`src/hdl/core_pkg.sv`:
```
package core_pkg;
  localparam int unsigned CLKS_PER_CYCLE = 4;
  localparam int unsigned PHASE_W        = 2;
  localparam int unsigned ADDR_W         = 11;
  localparam int unsigned DATA_W         = 8;
  localparam int unsigned STACK_DEPTH    = 8;
  localparam logic [ADDR_W-1:0] RESET_VECTOR = 11'h000;
  localparam logic [6:0] PC_LOW_ADDR = 7'h06;

  // instruction word: [15:11] class, [10:8] bit/sub, [7:0] operand
  typedef enum logic [4:0] {
    nop_op, move_op, move_to_mem_op, move_imm_op,
    add_op, add_imm_op, sub_op, sub_imm_op,
    increment_in_place_op, increment_to_acc_op,
    decrement_in_place_op, decrement_to_acc_op,
    and_op, or_op, xor_op, complement_op,
    rotate_right_op, rotate_left_op,
    rotate_right_through_carry_op, rotate_left_through_carry_op,
    bit_set_op, bit_clear_op, skip_bit_clear_op, skip_bit_set_op,
    skip_zero_op, jump_op, call_op, subroutine_return_op,
    interrupt_return_op, table_read_op, halt_op, watchdog_clear_op
  } opclass_t;

  typedef struct packed {
    opclass_t         op;
    logic [2:0]       sub;
    logic [7:0]       operand;
  } instr_t;

  typedef struct packed {
    logic             we;
    logic [6:0]       addr;
    logic [DATA_W-1:0] wdata;
  } dmem_req_t;
endpackage : core_pkg

```
`src/hdl/return_stack.sv`:
```
`timescale 1ns/1ps
`default_nettype none
// small lifo of return addresses; read data is registered top of stack
module return_stack #(
  parameter int unsigned DEPTH = core_pkg::STACK_DEPTH,
  parameter int unsigned WIDTH = core_pkg::ADDR_W
) (
  input  wire logic             clk,
  input  wire logic             reset,
  input  wire logic             push,
  input  wire logic             pop,
  input  wire logic [WIDTH-1:0] push_data,
  output logic      [WIDTH-1:0] top
);
  localparam int unsigned PW = $clog2(DEPTH);
  logic [WIDTH-1:0] mem_q [DEPTH];
  logic [PW-1:0]    ptr_q, ptr_d;
  logic [WIDTH-1:0] top_q, top_d;

  always_comb begin
    ptr_d = ptr_q;
    top_d = top_q;
    if (push) begin
      ptr_d = ptr_q + 1'b1;
      top_d = push_data;
    end else if (pop) begin
      ptr_d = ptr_q - 1'b1;
      top_d = mem_q[ptr_q - 1'b1];
    end
  end

  // overflow wraps silently, as a circular stack would
  always_ff @(posedge clk) begin
    if (reset) begin
      ptr_q <= '0;
      top_q <= '0;
    end else begin
      ptr_q <= ptr_d;
      top_q <= top_d;
      if (push)
        mem_q[ptr_q] <= top_q;
    end
  end

  assign top = top_q;
endmodule : return_stack
`default_nettype wire

```
`src/hdl/instr_sequencer.sv`:
```
`timescale 1ns/1ps
`default_nettype none
// Contract
// - ordinary instructions take one cycle; jump, call, return and table read take two.
// - each instruction cycle lasts four system clocks.
// - writing the low program counter byte redirects fetch and costs one extra cycle.
// - a skip test costs one cycle, plus one more when the skip is taken.
// - add reports carry above 255 and subtract reports borrow below 0.
// - increment and decrement change the operand by one, to memory or accumulator.
// - logical operations via the accumulator set zero when the result is zero.
// - rotates move one bit; through-carry forms swap the leaving bit with carry.
// - call saves the next address and return resumes there; jump saves nothing.
// - conditional branches test a byte or bit and run or skip the next instruction.
// - bit set and clear change only the addressed bit by read-modify-write.
// - table read fetches constant program memory data into a data register.
// - moves cover register to accumulator, accumulator to register and immediate.
// - halt enters power-down and a watchdog service instruction exists.
module instr_sequencer (
  input  wire logic                       clk,
  input  wire logic                       reset,
  output logic      [core_pkg::ADDR_W-1:0] pmem_addr,
  input  wire core_pkg::instr_t           pmem_data,
  output core_pkg::dmem_req_t             dmem_req,
  input  wire logic [core_pkg::DATA_W-1:0] dmem_rdata,
  output logic      [core_pkg::DATA_W-1:0] acc,
  output logic                            carry,
  output logic                            zero,
  output logic                            halted,
  output logic                            watchdog_clear,
  output logic                            cycle_strobe
);
  localparam int unsigned AW = core_pkg::ADDR_W;
  localparam int unsigned DW = core_pkg::DATA_W;
  typedef enum {exec_st, flush_st, table_st, halt_st} seq_t;

  logic [core_pkg::PHASE_W-1:0] phase_q, phase_d;
  seq_t                         st_q, st_d;
  logic [AW-1:0]                pc_q, pc_d;
  logic [DW-1:0]                acc_q, acc_d;
  logic                         c_q, c_d, z_q, z_d;
  core_pkg::dmem_req_t          req_q, req_d;
  logic                         wdt_q, wdt_d;
  logic                         push, pop, tick;
  logic [AW-1:0]                ret_top;
  core_pkg::instr_t             ins;
  logic [DW:0]                  sum;
  logic [DW-1:0]                res;
  logic [DW-1:0]                bitmask;

  assign ins  = pmem_data;
  // advance once per four system clocks
  assign tick = (phase_q == core_pkg::PHASE_W'(core_pkg::CLKS_PER_CYCLE - 1));

  always_comb begin
    phase_d = tick ? '0 : phase_q + 1'b1;
  end

  always_comb begin
    st_d    = st_q;
    pc_d    = pc_q;
    acc_d   = acc_q;
    c_d     = c_q;
    z_d     = z_q;
    req_d   = req_q;
    req_d.we = 1'b0;
    wdt_d   = 1'b0;
    push    = 1'b0;
    pop     = 1'b0;
    sum     = '0;
    res     = '0;
    bitmask = DW'(1) << ins.sub;
    if (tick) begin
      case (st_q)
        exec_st: begin
          pc_d = pc_q + 1'b1;
          case (ins.op)
            core_pkg::move_op: acc_d = dmem_rdata;
            core_pkg::move_imm_op: acc_d = ins.operand;
            core_pkg::move_to_mem_op: res = acc_q;
            core_pkg::add_op, core_pkg::add_imm_op: begin
              sum = {1'b0, acc_q} + {1'b0, (ins.op == core_pkg::add_op)
                    ? dmem_rdata : ins.operand};
              acc_d = sum[DW-1:0];
              c_d   = sum[DW]; // carry when sum exceeds 255
              z_d   = (sum[DW-1:0] == '0);
            end
            core_pkg::sub_op, core_pkg::sub_imm_op: begin
              sum = {1'b0, acc_q} - {1'b0, (ins.op == core_pkg::sub_op)
                    ? dmem_rdata : ins.operand};
              acc_d = sum[DW-1:0];
              c_d   = ~sum[DW]; // carry low means borrow below 0
              z_d   = (sum[DW-1:0] == '0);
            end
            core_pkg::increment_in_place_op,
            core_pkg::increment_to_acc_op: begin
              res = dmem_rdata + 1'b1;
              z_d = (res == '0);
              if (ins.op == core_pkg::increment_to_acc_op)
                acc_d = res;
            end
            core_pkg::decrement_in_place_op,
            core_pkg::decrement_to_acc_op: begin
              res = dmem_rdata - 1'b1;
              z_d = (res == '0);
              if (ins.op == core_pkg::decrement_to_acc_op)
                acc_d = res;
            end
            core_pkg::and_op, core_pkg::or_op, core_pkg::xor_op,
            core_pkg::complement_op: begin
              case (ins.op)
                core_pkg::and_op: acc_d = acc_q & dmem_rdata;
                core_pkg::or_op:  acc_d = acc_q | dmem_rdata;
                core_pkg::xor_op: acc_d = acc_q ^ dmem_rdata;
                default:          acc_d = ~acc_q;
              endcase
              z_d = (acc_d == '0);
            end
            core_pkg::rotate_right_op:
              acc_d = {acc_q[0], acc_q[DW-1:1]};
            core_pkg::rotate_left_op:
              acc_d = {acc_q[DW-2:0], acc_q[DW-1]};
            core_pkg::rotate_right_through_carry_op: begin
              acc_d = {c_q, acc_q[DW-1:1]};
              c_d   = acc_q[0];
            end
            core_pkg::rotate_left_through_carry_op: begin
              acc_d = {acc_q[DW-2:0], c_q};
              c_d   = acc_q[DW-1];
            end
            core_pkg::bit_set_op: res = dmem_rdata | bitmask;
            core_pkg::bit_clear_op: res = dmem_rdata & ~bitmask;
            // a taken skip steps over the next word; the flush slot then
            // holds the word after it, so nothing runs twice
            core_pkg::skip_bit_clear_op:
              if ((dmem_rdata & bitmask) == '0) begin
                pc_d = pc_q + AW'(2);
                st_d = flush_st;
              end
            core_pkg::skip_bit_set_op:
              if ((dmem_rdata & bitmask) != '0) begin
                pc_d = pc_q + AW'(2);
                st_d = flush_st;
              end
            core_pkg::skip_zero_op:
              if (dmem_rdata == '0) begin
                pc_d = pc_q + AW'(2);
                st_d = flush_st;
              end
            core_pkg::jump_op: begin
              pc_d = {ins.sub, ins.operand}; // nothing saved
              st_d = flush_st;
            end
            core_pkg::call_op: begin
              push = 1'b1; // saves address after the call
              pc_d = {ins.sub, ins.operand};
              st_d = flush_st;
            end
            core_pkg::subroutine_return_op,
            core_pkg::interrupt_return_op: begin
              pop  = 1'b1;
              pc_d = ret_top;
              st_d = flush_st;
            end
            core_pkg::table_read_op: begin
              pc_d = {ins.sub, acc_q}; // table page from sub, index in acc
              st_d = table_st;
            end
            core_pkg::halt_op: begin
              st_d = halt_st;
              pc_d = pc_q;
            end
            core_pkg::watchdog_clear_op: wdt_d = 1'b1;
            default: ;
          endcase
          // destinations that write data memory
          case (ins.op)
            core_pkg::move_to_mem_op, core_pkg::increment_in_place_op,
            core_pkg::decrement_in_place_op, core_pkg::bit_set_op,
            core_pkg::bit_clear_op: begin
              req_d.we    = 1'b1;
              req_d.wdata = res;
              if (ins.operand[6:0] == core_pkg::PC_LOW_ADDR) begin
                req_d.we = 1'b0;
                pc_d = {pc_q[AW-1:DW], res};
                st_d = flush_st;
              end
            end
            default: ;
          endcase
        end
        // fetched word is discarded; no state changes here
        flush_st: st_d = exec_st;
        table_st: begin
          req_d.we    = 1'b1;
          req_d.wdata = ins.operand;
          pc_d = ret_top;
          pop  = 1'b1;
          st_d = exec_st;
        end
        // power-down: only reset leaves this state
        halt_st: st_d = halt_st;
        default: st_d = exec_st;
      endcase
    end
    if (tick && st_q == exec_st && ins.op == core_pkg::table_read_op)
      push = 1'b1; // park return address for the data fetch
    if (tick && st_q == exec_st)
      req_d.addr = ins.operand[6:0];
  end

  always_ff @(posedge clk) begin
    if (reset) begin
      phase_q <= '0;
      st_q    <= exec_st;
      pc_q    <= core_pkg::RESET_VECTOR;
      acc_q   <= '0;
      c_q     <= 1'b0;
      z_q     <= 1'b0;
      req_q   <= '0;
      wdt_q   <= 1'b0;
    end else begin
      phase_q <= phase_d;
      st_q    <= st_d;
      pc_q    <= pc_d;
      acc_q   <= acc_d;
      c_q     <= c_d;
      z_q     <= z_d;
      req_q   <= req_d;
      wdt_q   <= wdt_d;
    end
  end

  return_stack #(
    .DEPTH (core_pkg::STACK_DEPTH),
    .WIDTH (AW)
  ) u_stack (
    .clk       (clk),
    .reset     (reset),
    .push      (push),
    .pop       (pop),
    .push_data (pc_q + 1'b1),
    .top       (ret_top)
  );

  assign pmem_addr      = pc_q;
  assign dmem_req       = req_q;
  assign acc            = acc_q;
  assign carry          = c_q;
  assign zero           = z_q;
  assign halted         = (st_q == halt_st);
  assign watchdog_clear = wdt_q;
  assign cycle_strobe   = tick;
endmodule : instr_sequencer
`default_nettype wire

```
`config.mk`:
```
export PLATFORM = sky130hd
export DESIGN_NAME = instr_sequencer
export DESIGN_NICKNAME = d
export VERILOG_FILES = /design/src/hdl/core_pkg.sv /design/src/hdl/return_stack.sv /design/src/hdl/instr_sequencer.sv
export SDC_FILE = /design/constraint.sdc
export NUM_CORES = 1
export LEC_CHECK = 0
export BUFFER_PORTS_ARGS = -buffer_cell sky130_fd_sc_hd__buf_2
export CAP_MARGIN = 15
export CORE_ASPECT_RATIO = 2
export CORE_MARGIN = 2
export CORE_UTILIZATION = 25
export CTS_CLUSTER_DIAMETER = 80
export CTS_CLUSTER_SIZE = 8
export DETAILED_ROUTE_END_ITERATION = 8
export GPL_TIMING_DRIVEN = 0
export PLACE_DENSITY = 0.42
export SLEW_MARGIN = 5
export SYNTH_ARGS = -nofsm -noshare
export SYNTH_HDL_FRONTEND = slang
export SYNTH_SLANG_ARGS = --single-unit
```
`constraint.sdc`:
```
create_clock -name clk -period 4.65 [get_ports clk]
set_input_delay 0.93 -clock clk [delete_from_list [all_inputs] [get_ports clk]]
set_output_delay 0.93 -clock clk [all_outputs]
set_load 0.01 [all_outputs]
```
## After elaboration in Yosys (flattened, before gate mapping)

Memories as Yosys holds them, arrays and structs flattened.
Cells that the tools add are included.

| word-level totals | value |
|---|---|
| input bits | 26 |
| memories | 1 |
| RAM bits | 88 |
| ROM bits | 0 |
| bits in registers | 86 |
| word-level logic and storage cells | 156 |
| output and inout bits | 40 |
| bits in latches | 0 |

| operators by class | value |
|---|---|
| divide/modulo/power cells | 0 |
| muxes and demuxes | 46 |
| shift operators | 1 |
| equality and inequality tests | 40 |
| bitwise operators | 11 |
| add/subtract/negate cells | 9 |
| order comparisons | 0 |
| reductions and logical operators | 35 |
| $mul | 0 |

Memories:

| memory | words | bits a word | read ports | clocked after Yosys merged registers in | write ports | RTL line | text |
|---|---|---|---|---|---|---|---|
| u_stack.mem_q | 8 | 11 | 1 | 0 | 1 | return_stack.sv:16 | `logic [WIDTH-1:0] mem_q [DEPTH];` |

Operators by type and width:

| kind | number |
|---|---|
| $pmux W32 S6 | 1 |
| $mux W32 | 5 |
| $pmux W8 S11 | 1 |
| $eq A5 B5 Y1 const B | 16 |
| $mux W11 | 7 |
| $pmux W11 S7 | 1 |
| $eq A32 B2 Y1 const B | 2 |
| $logic_not A32 Y1 | 2 |
| $mux W8 | 8 |
| $pmux W32 S2 | 1 |
| $logic_not A8 Y1 | 7 |
| $eq A5 B4 Y1 const B | 8 |
| $pmux W8 S5 | 1 |
| $eq A32 B3 Y1 const B | 1 |
| $and A8 B8 Y8 | 3 |
| $pmux W8 S3 | 1 |
| $pmux W11 S2 | 1 |
| $eq A5 B3 Y1 const B | 4 |
| $not A8 Y8 | 2 |
| $or A8 B8 Y8 | 2 |
| $pmux W8 S2 | 1 |
| $reduce_or A2 Y1 | 8 |
| $mux W1 | 12 |
| $reduce_and A3 Y1 | 4 |
| other kinds (34) | 43 |

## Depth between registers and ports, before layout

| depth | value |
|---|---|
| word-level depth | 8 |
| gate-level depth with buffers | 16 |
| mapped depth without buffers | 14 |

## By module

A second synthesis with hierarchy kept.

| unflattened totals | value |
|---|---|
| cell total of the unflattened synthesis | 1146 |
| area total of the unflattened synthesis | 10631.4 µm² |

Modules (own cells, without submodules):

| module | seq. area each (µm²) | cells each | area an instance (µm²) | times used |
|---|---|---|---|---|
| instr_sequencer | 1441.4 | 876 | 6505.0 | 1 |
| return_stack | 2922.8 | 270 | 4126.5 | 1 |

## Worst setup path after synthesis

OpenSTA, ideal clock, no wires.

| timing path | value |
|---|---|
| kind | input-to-reg |
| start point | input port pmem_data[11] (netlist bit) |
| end point | register z_q (netlist: zero) |
| setup time | 86 ps |
| buffers on the path | 4 |
| stages | 14 |
| data required time | 4564 ps |
| setup slack | 510 ps |
| arrival | 4054 ps |
| path through | buf_2 -> buf_2 -> buf_1 -> buf_2 -> nor2_2 -> mux2_2 -> ha_1 -> fa_1 -> nand2b_1 -> a211oi_1 -> o31a_1 -> o2111ai_1 -> and3_1 -> a211oi_1 |

| between the ends | value |
|---|---|
| longest elaborated chain between the ends | 7 |
| elaborated cells between the ends (all ways) | 31 |
| those cells by class | add/sub: 2; eq/ne: 12; mux: 7; reduce/logical: 10 |

Ends and longest elaborated chain:

| what | RTL line | text |
|---|---|---|
| from (decl) | instr_sequencer.sv:22 | `input wire core_pkg::instr_t pmem_data,` |
| parallel branches: the longest is 7 deep, another holds $sub A8 B8 Y9 | -- |  |
| to (signal assigned) | instr_sequencer.sv:227 | `z_q <= z_d;` |
| to (decl) | instr_sequencer.sv:40 | `logic c_q, c_d, z_q, z_d;` |

Several ways; the timed one is not identified. The select of a mux whose other input is x is not followed.
A chain may end at the register's enable or synchronous reset.

## Final worst setup path

| timing path | value |
|---|---|
| start point | input port pmem_data[11] (netlist bit) |
| end point | register acc_q[4] (netlist: acc[4]) |

| between the ends | value |
|---|---|
| longest elaborated chain between the ends | 6 |
| elaborated cells between the ends (all ways) | 36 |
| those cells by class | add/sub: 2; eq/ne: 20; mux: 7; reduce/logical: 7 |

Ends and longest elaborated chain:

| what | RTL line | text |
|---|---|---|
| parallel branches: the longest is 6 deep, another holds $sub A8 B8 Y9 | -- |  |
| to (signal assigned) | instr_sequencer.sv:216 | `acc_q <= '0;` |
| to (signal assigned) | instr_sequencer.sv:225 | `acc_q <= acc_d;` |
| to (decl) | instr_sequencer.sv:39 | `logic [DW-1:0] acc_q, acc_d;` |

Several ways; the timed one is not identified. The select of a mux whose other input is x is not followed.

==> results.toml <==
[global_routing]
grt_start_max_net_pins = 20
grt_pass1_vias = 9307
grt.met3_usage = 0.0217
grt-ovfl-total = 0
met2_usage = 0.393
gr-max-usage-layer = "met2"
grt_pass1_wl_um = 62000
globalRouteTotalUtil = 0.200
antenna_found_initial = 0
use_met1 = 0.168

[timing]
fmax_ghz = 0.219
skew_ps = 16.7
relSlewSlack = 0.248
period_needed_ps = 4570
worstMarginPinSlew_ps = 1120
fin_crit_sh = 0.983
timing.final.hold_violations = 0
rsz0062_at_grt = "no"
drv_slew = 0
setup_tns_ps = 0
setup_viol = 0

[clocking]
cts_setup_buffers = 0
cts-root-buf = "clkbuf_16"
cts.path.max_buffers = 2
cts_buffers = 17
cts_tree = "built"
cts.sinks = 174
ctsHoldBuffers = 0
clk_latency_ps = 440
clk_pin_slew_ps = 80
cts_htree_levels = 4

[worst_setup_path]
end_kind = "flip-flop"
arrival_ps = 4940
timing.rr.end = "u_stack.top[8]"
path_class = "in -> reg"
cp_max_fo = 19
reg2reg_depth = 10
start_kind = "input port"
r2r-start = "u_stack.ptr_q[0]"
cp.required_ps = 5020
rrSetupSlack_ps = 1000

[synthesis]
synth_top_family_by_area = "simple AND/OR/NAND/NOR gates"
synthXorXnorAreaFrac = 0.0279
async_flop_share = 0
synth_fp_nets = 1106
synth_area_leaders = "edfxtp_1 (26%), dfxtp_1 (17%), mux4_2 (5.4%), ha_1 (5.1%), nand2_1 (3.3%)"
synth_top_area_frac = 0.255
synth_cell_type_count = 84
synth.area.mux_share = 0.112
avgSynthCellArea_um2 = 9.98
synth_adder_area_share = 0.0547
synthesis.area_um2 = 10300
synth_warnings = 0
synth_simple_gate_area_frac = 0.184
netlist_instances = 1036
synth_edf_count = 88
yosysMostFrequentCell = "nand2_1"
synth-compound-area-share = 0.160
synth-seq-cells = 174
yosysSeqAreaShare = 0.422
synth_common_cells = "nand2_1 (92), edfxtp_1 (88), dfxtp_1 (86)"
synth_top_area_cell = "edfxtp_1"
synth_top_flop_cell = "edfxtp_1"

[detailed_routing]
wl_per_cell_um = 25.7
vias = 8902
via_per_inst = 5.32
drtPass1Iterations = 7
drc_errors = 0
final_antenna_net_count = 0
drt_iter0_drc = 537
drt-total-wl_um = 43000

[run]
maxCapViolations = 0

[floorplanning]
initial_core_util = 0.252
row_count = 105
die_w_um = 148
dieArea_um2 = 43100
io_pins = 66
dieHeight_um = 292
core_um2 = 41000

[outcome]
status = "finished, final reports clean"

[pwr]
ir_worst_vdd_mv = 0.229
total_leakage_power_nw = 4.26
power_density_nw_per_um2 = 307
power.total_mw = 3.71

[min_path]
whs_path_depth = 1
worstHoldEndpoint = "phase_q[0]"
min-delay-start = "phase_q[0]"
hold_path.class = "reg -> reg"

[placement]
io_buffers = 63
gp_congestion = 0.959
hpwl_um = 34800

[layout]
n_antenna_cell = 0
drive_gt1_frac = 0.178
num-nets-final = 1196
area_growth_pct = 17.0
how the worst max path moves through the flow:
stage              to  slack [ps]  cells past startpoint     startpoint
6_report       acc[4]          80                     15  pmem_data[11]
5_1_grt        acc[4]         0.8                     15  pmem_data[11]
4_1_cts        acc[4]          60                     15  pmem_data[11]
3_5_place_dp     zero        -920                     16  pmem_data[11]
3_3_place_gp     zero        -960                     16  pmem_data[11]
2_1_floorplan    zero         510                     14  pmem_data[11]
logic make-up after synthesis:
logic type                 count (synthesis)
DFF                                      174
buffers and inverters                     98
and+or+nand+nor                          366
AOI/OAI and AO/OA                        242
adders and majority gates                 44
xor gates and xnor gates                  33
muxes                                     79
worst max-delay path: stages:
cell and delay (ps):
buf_2 120, buf_2 230, buf_2 490, buf_2 440
nor2_4 140, mux2_2 310, ha_1 190, fa_1 420
nand2b_1 190, a21oi_1 160, xnor2_1 260, a22oi_1 260
a32oi_1 500, nand2_1 110, a21oi_1 150
metal layers:
| layer | up-vias | routed length [µm] |
|---|---|---|
| li1 | 4100 | - |
| met1 | 4342 | 13100 |
| met2 | 302 | 24200 |
| met3 | 158 | 1200 |
| met4 | 0 | 4520 |
| met5 | - | 0 |
final cells by class:
class,instances,area (µm²)
well taps,535,669
plain buffers,65,285
repair buffers,72,380
clock inverters,15,226
clock buffers,17,425
multi-input cells,764,5630
fillers,4374,28900
flip-flops and latches,174,4360
inverters,32,120
flip-flops by register name, indices dropped and copies added (netlist names):
name	cells
dmem_req	16
zero	1
u_stack.top	11
phase_q	2
u_stack.ptr_q	3
acc	8
carry	1
u_stack.mem_q	88
pmem_addr	11
st_q	32
watchdog_clear	1
cell usage in the layout (no fill, tap or decap), types with 17 or more instances in the layout:
cell type	count
nand3_1	18
nor3_1	24
ha_1	42
o21ai_0	29
buf_2	85
xor2_1	19
mux2_2	17
mux4_2	25
dfxtp_1	86
clkbuf_1	38
nor2_1	76
nand2_1	92
a21oi_1	61
clkbuf_16	17
edfxtp_1	88
inv_1	31
a211oi_1	26
and2_1	37
mux2i_1	34
repair_timing:
| item | in CTS | in global routing |
|---|---|---|
| hold endpoints to repair | 0 | 0 |
| gates resized for setup | 1 | 3 |
| endpoints found under the setup margin | 6 | 3 |
power breakdown:
group / leakage, nW / internal (mW) / switching [mW]
sequential: 1.44 / 1.61 / 0.0320
clock: 0.313 / 0.921 / 0.676
combinational: 2.51 / 0.157 / 0.316
through the flow:
stage          hold slack [ps]  setup WS [ps]  cell area [µm²]  std cells  utilization
2_1_floorplan              404            510            10300       1036            -
3_3_place_gp               414           -959            11300       1634        0.276
3_5_place_dp               424           -919            11400       1643        0.279
4_1_cts                    434           64.9            12100       1674        0.295
5_1_grt                    476          0.810            12100       1674        0.295
6_report                   441           79.3            12100       1674        0.295
No activity file was read; power rests on OpenSTA's default activity.
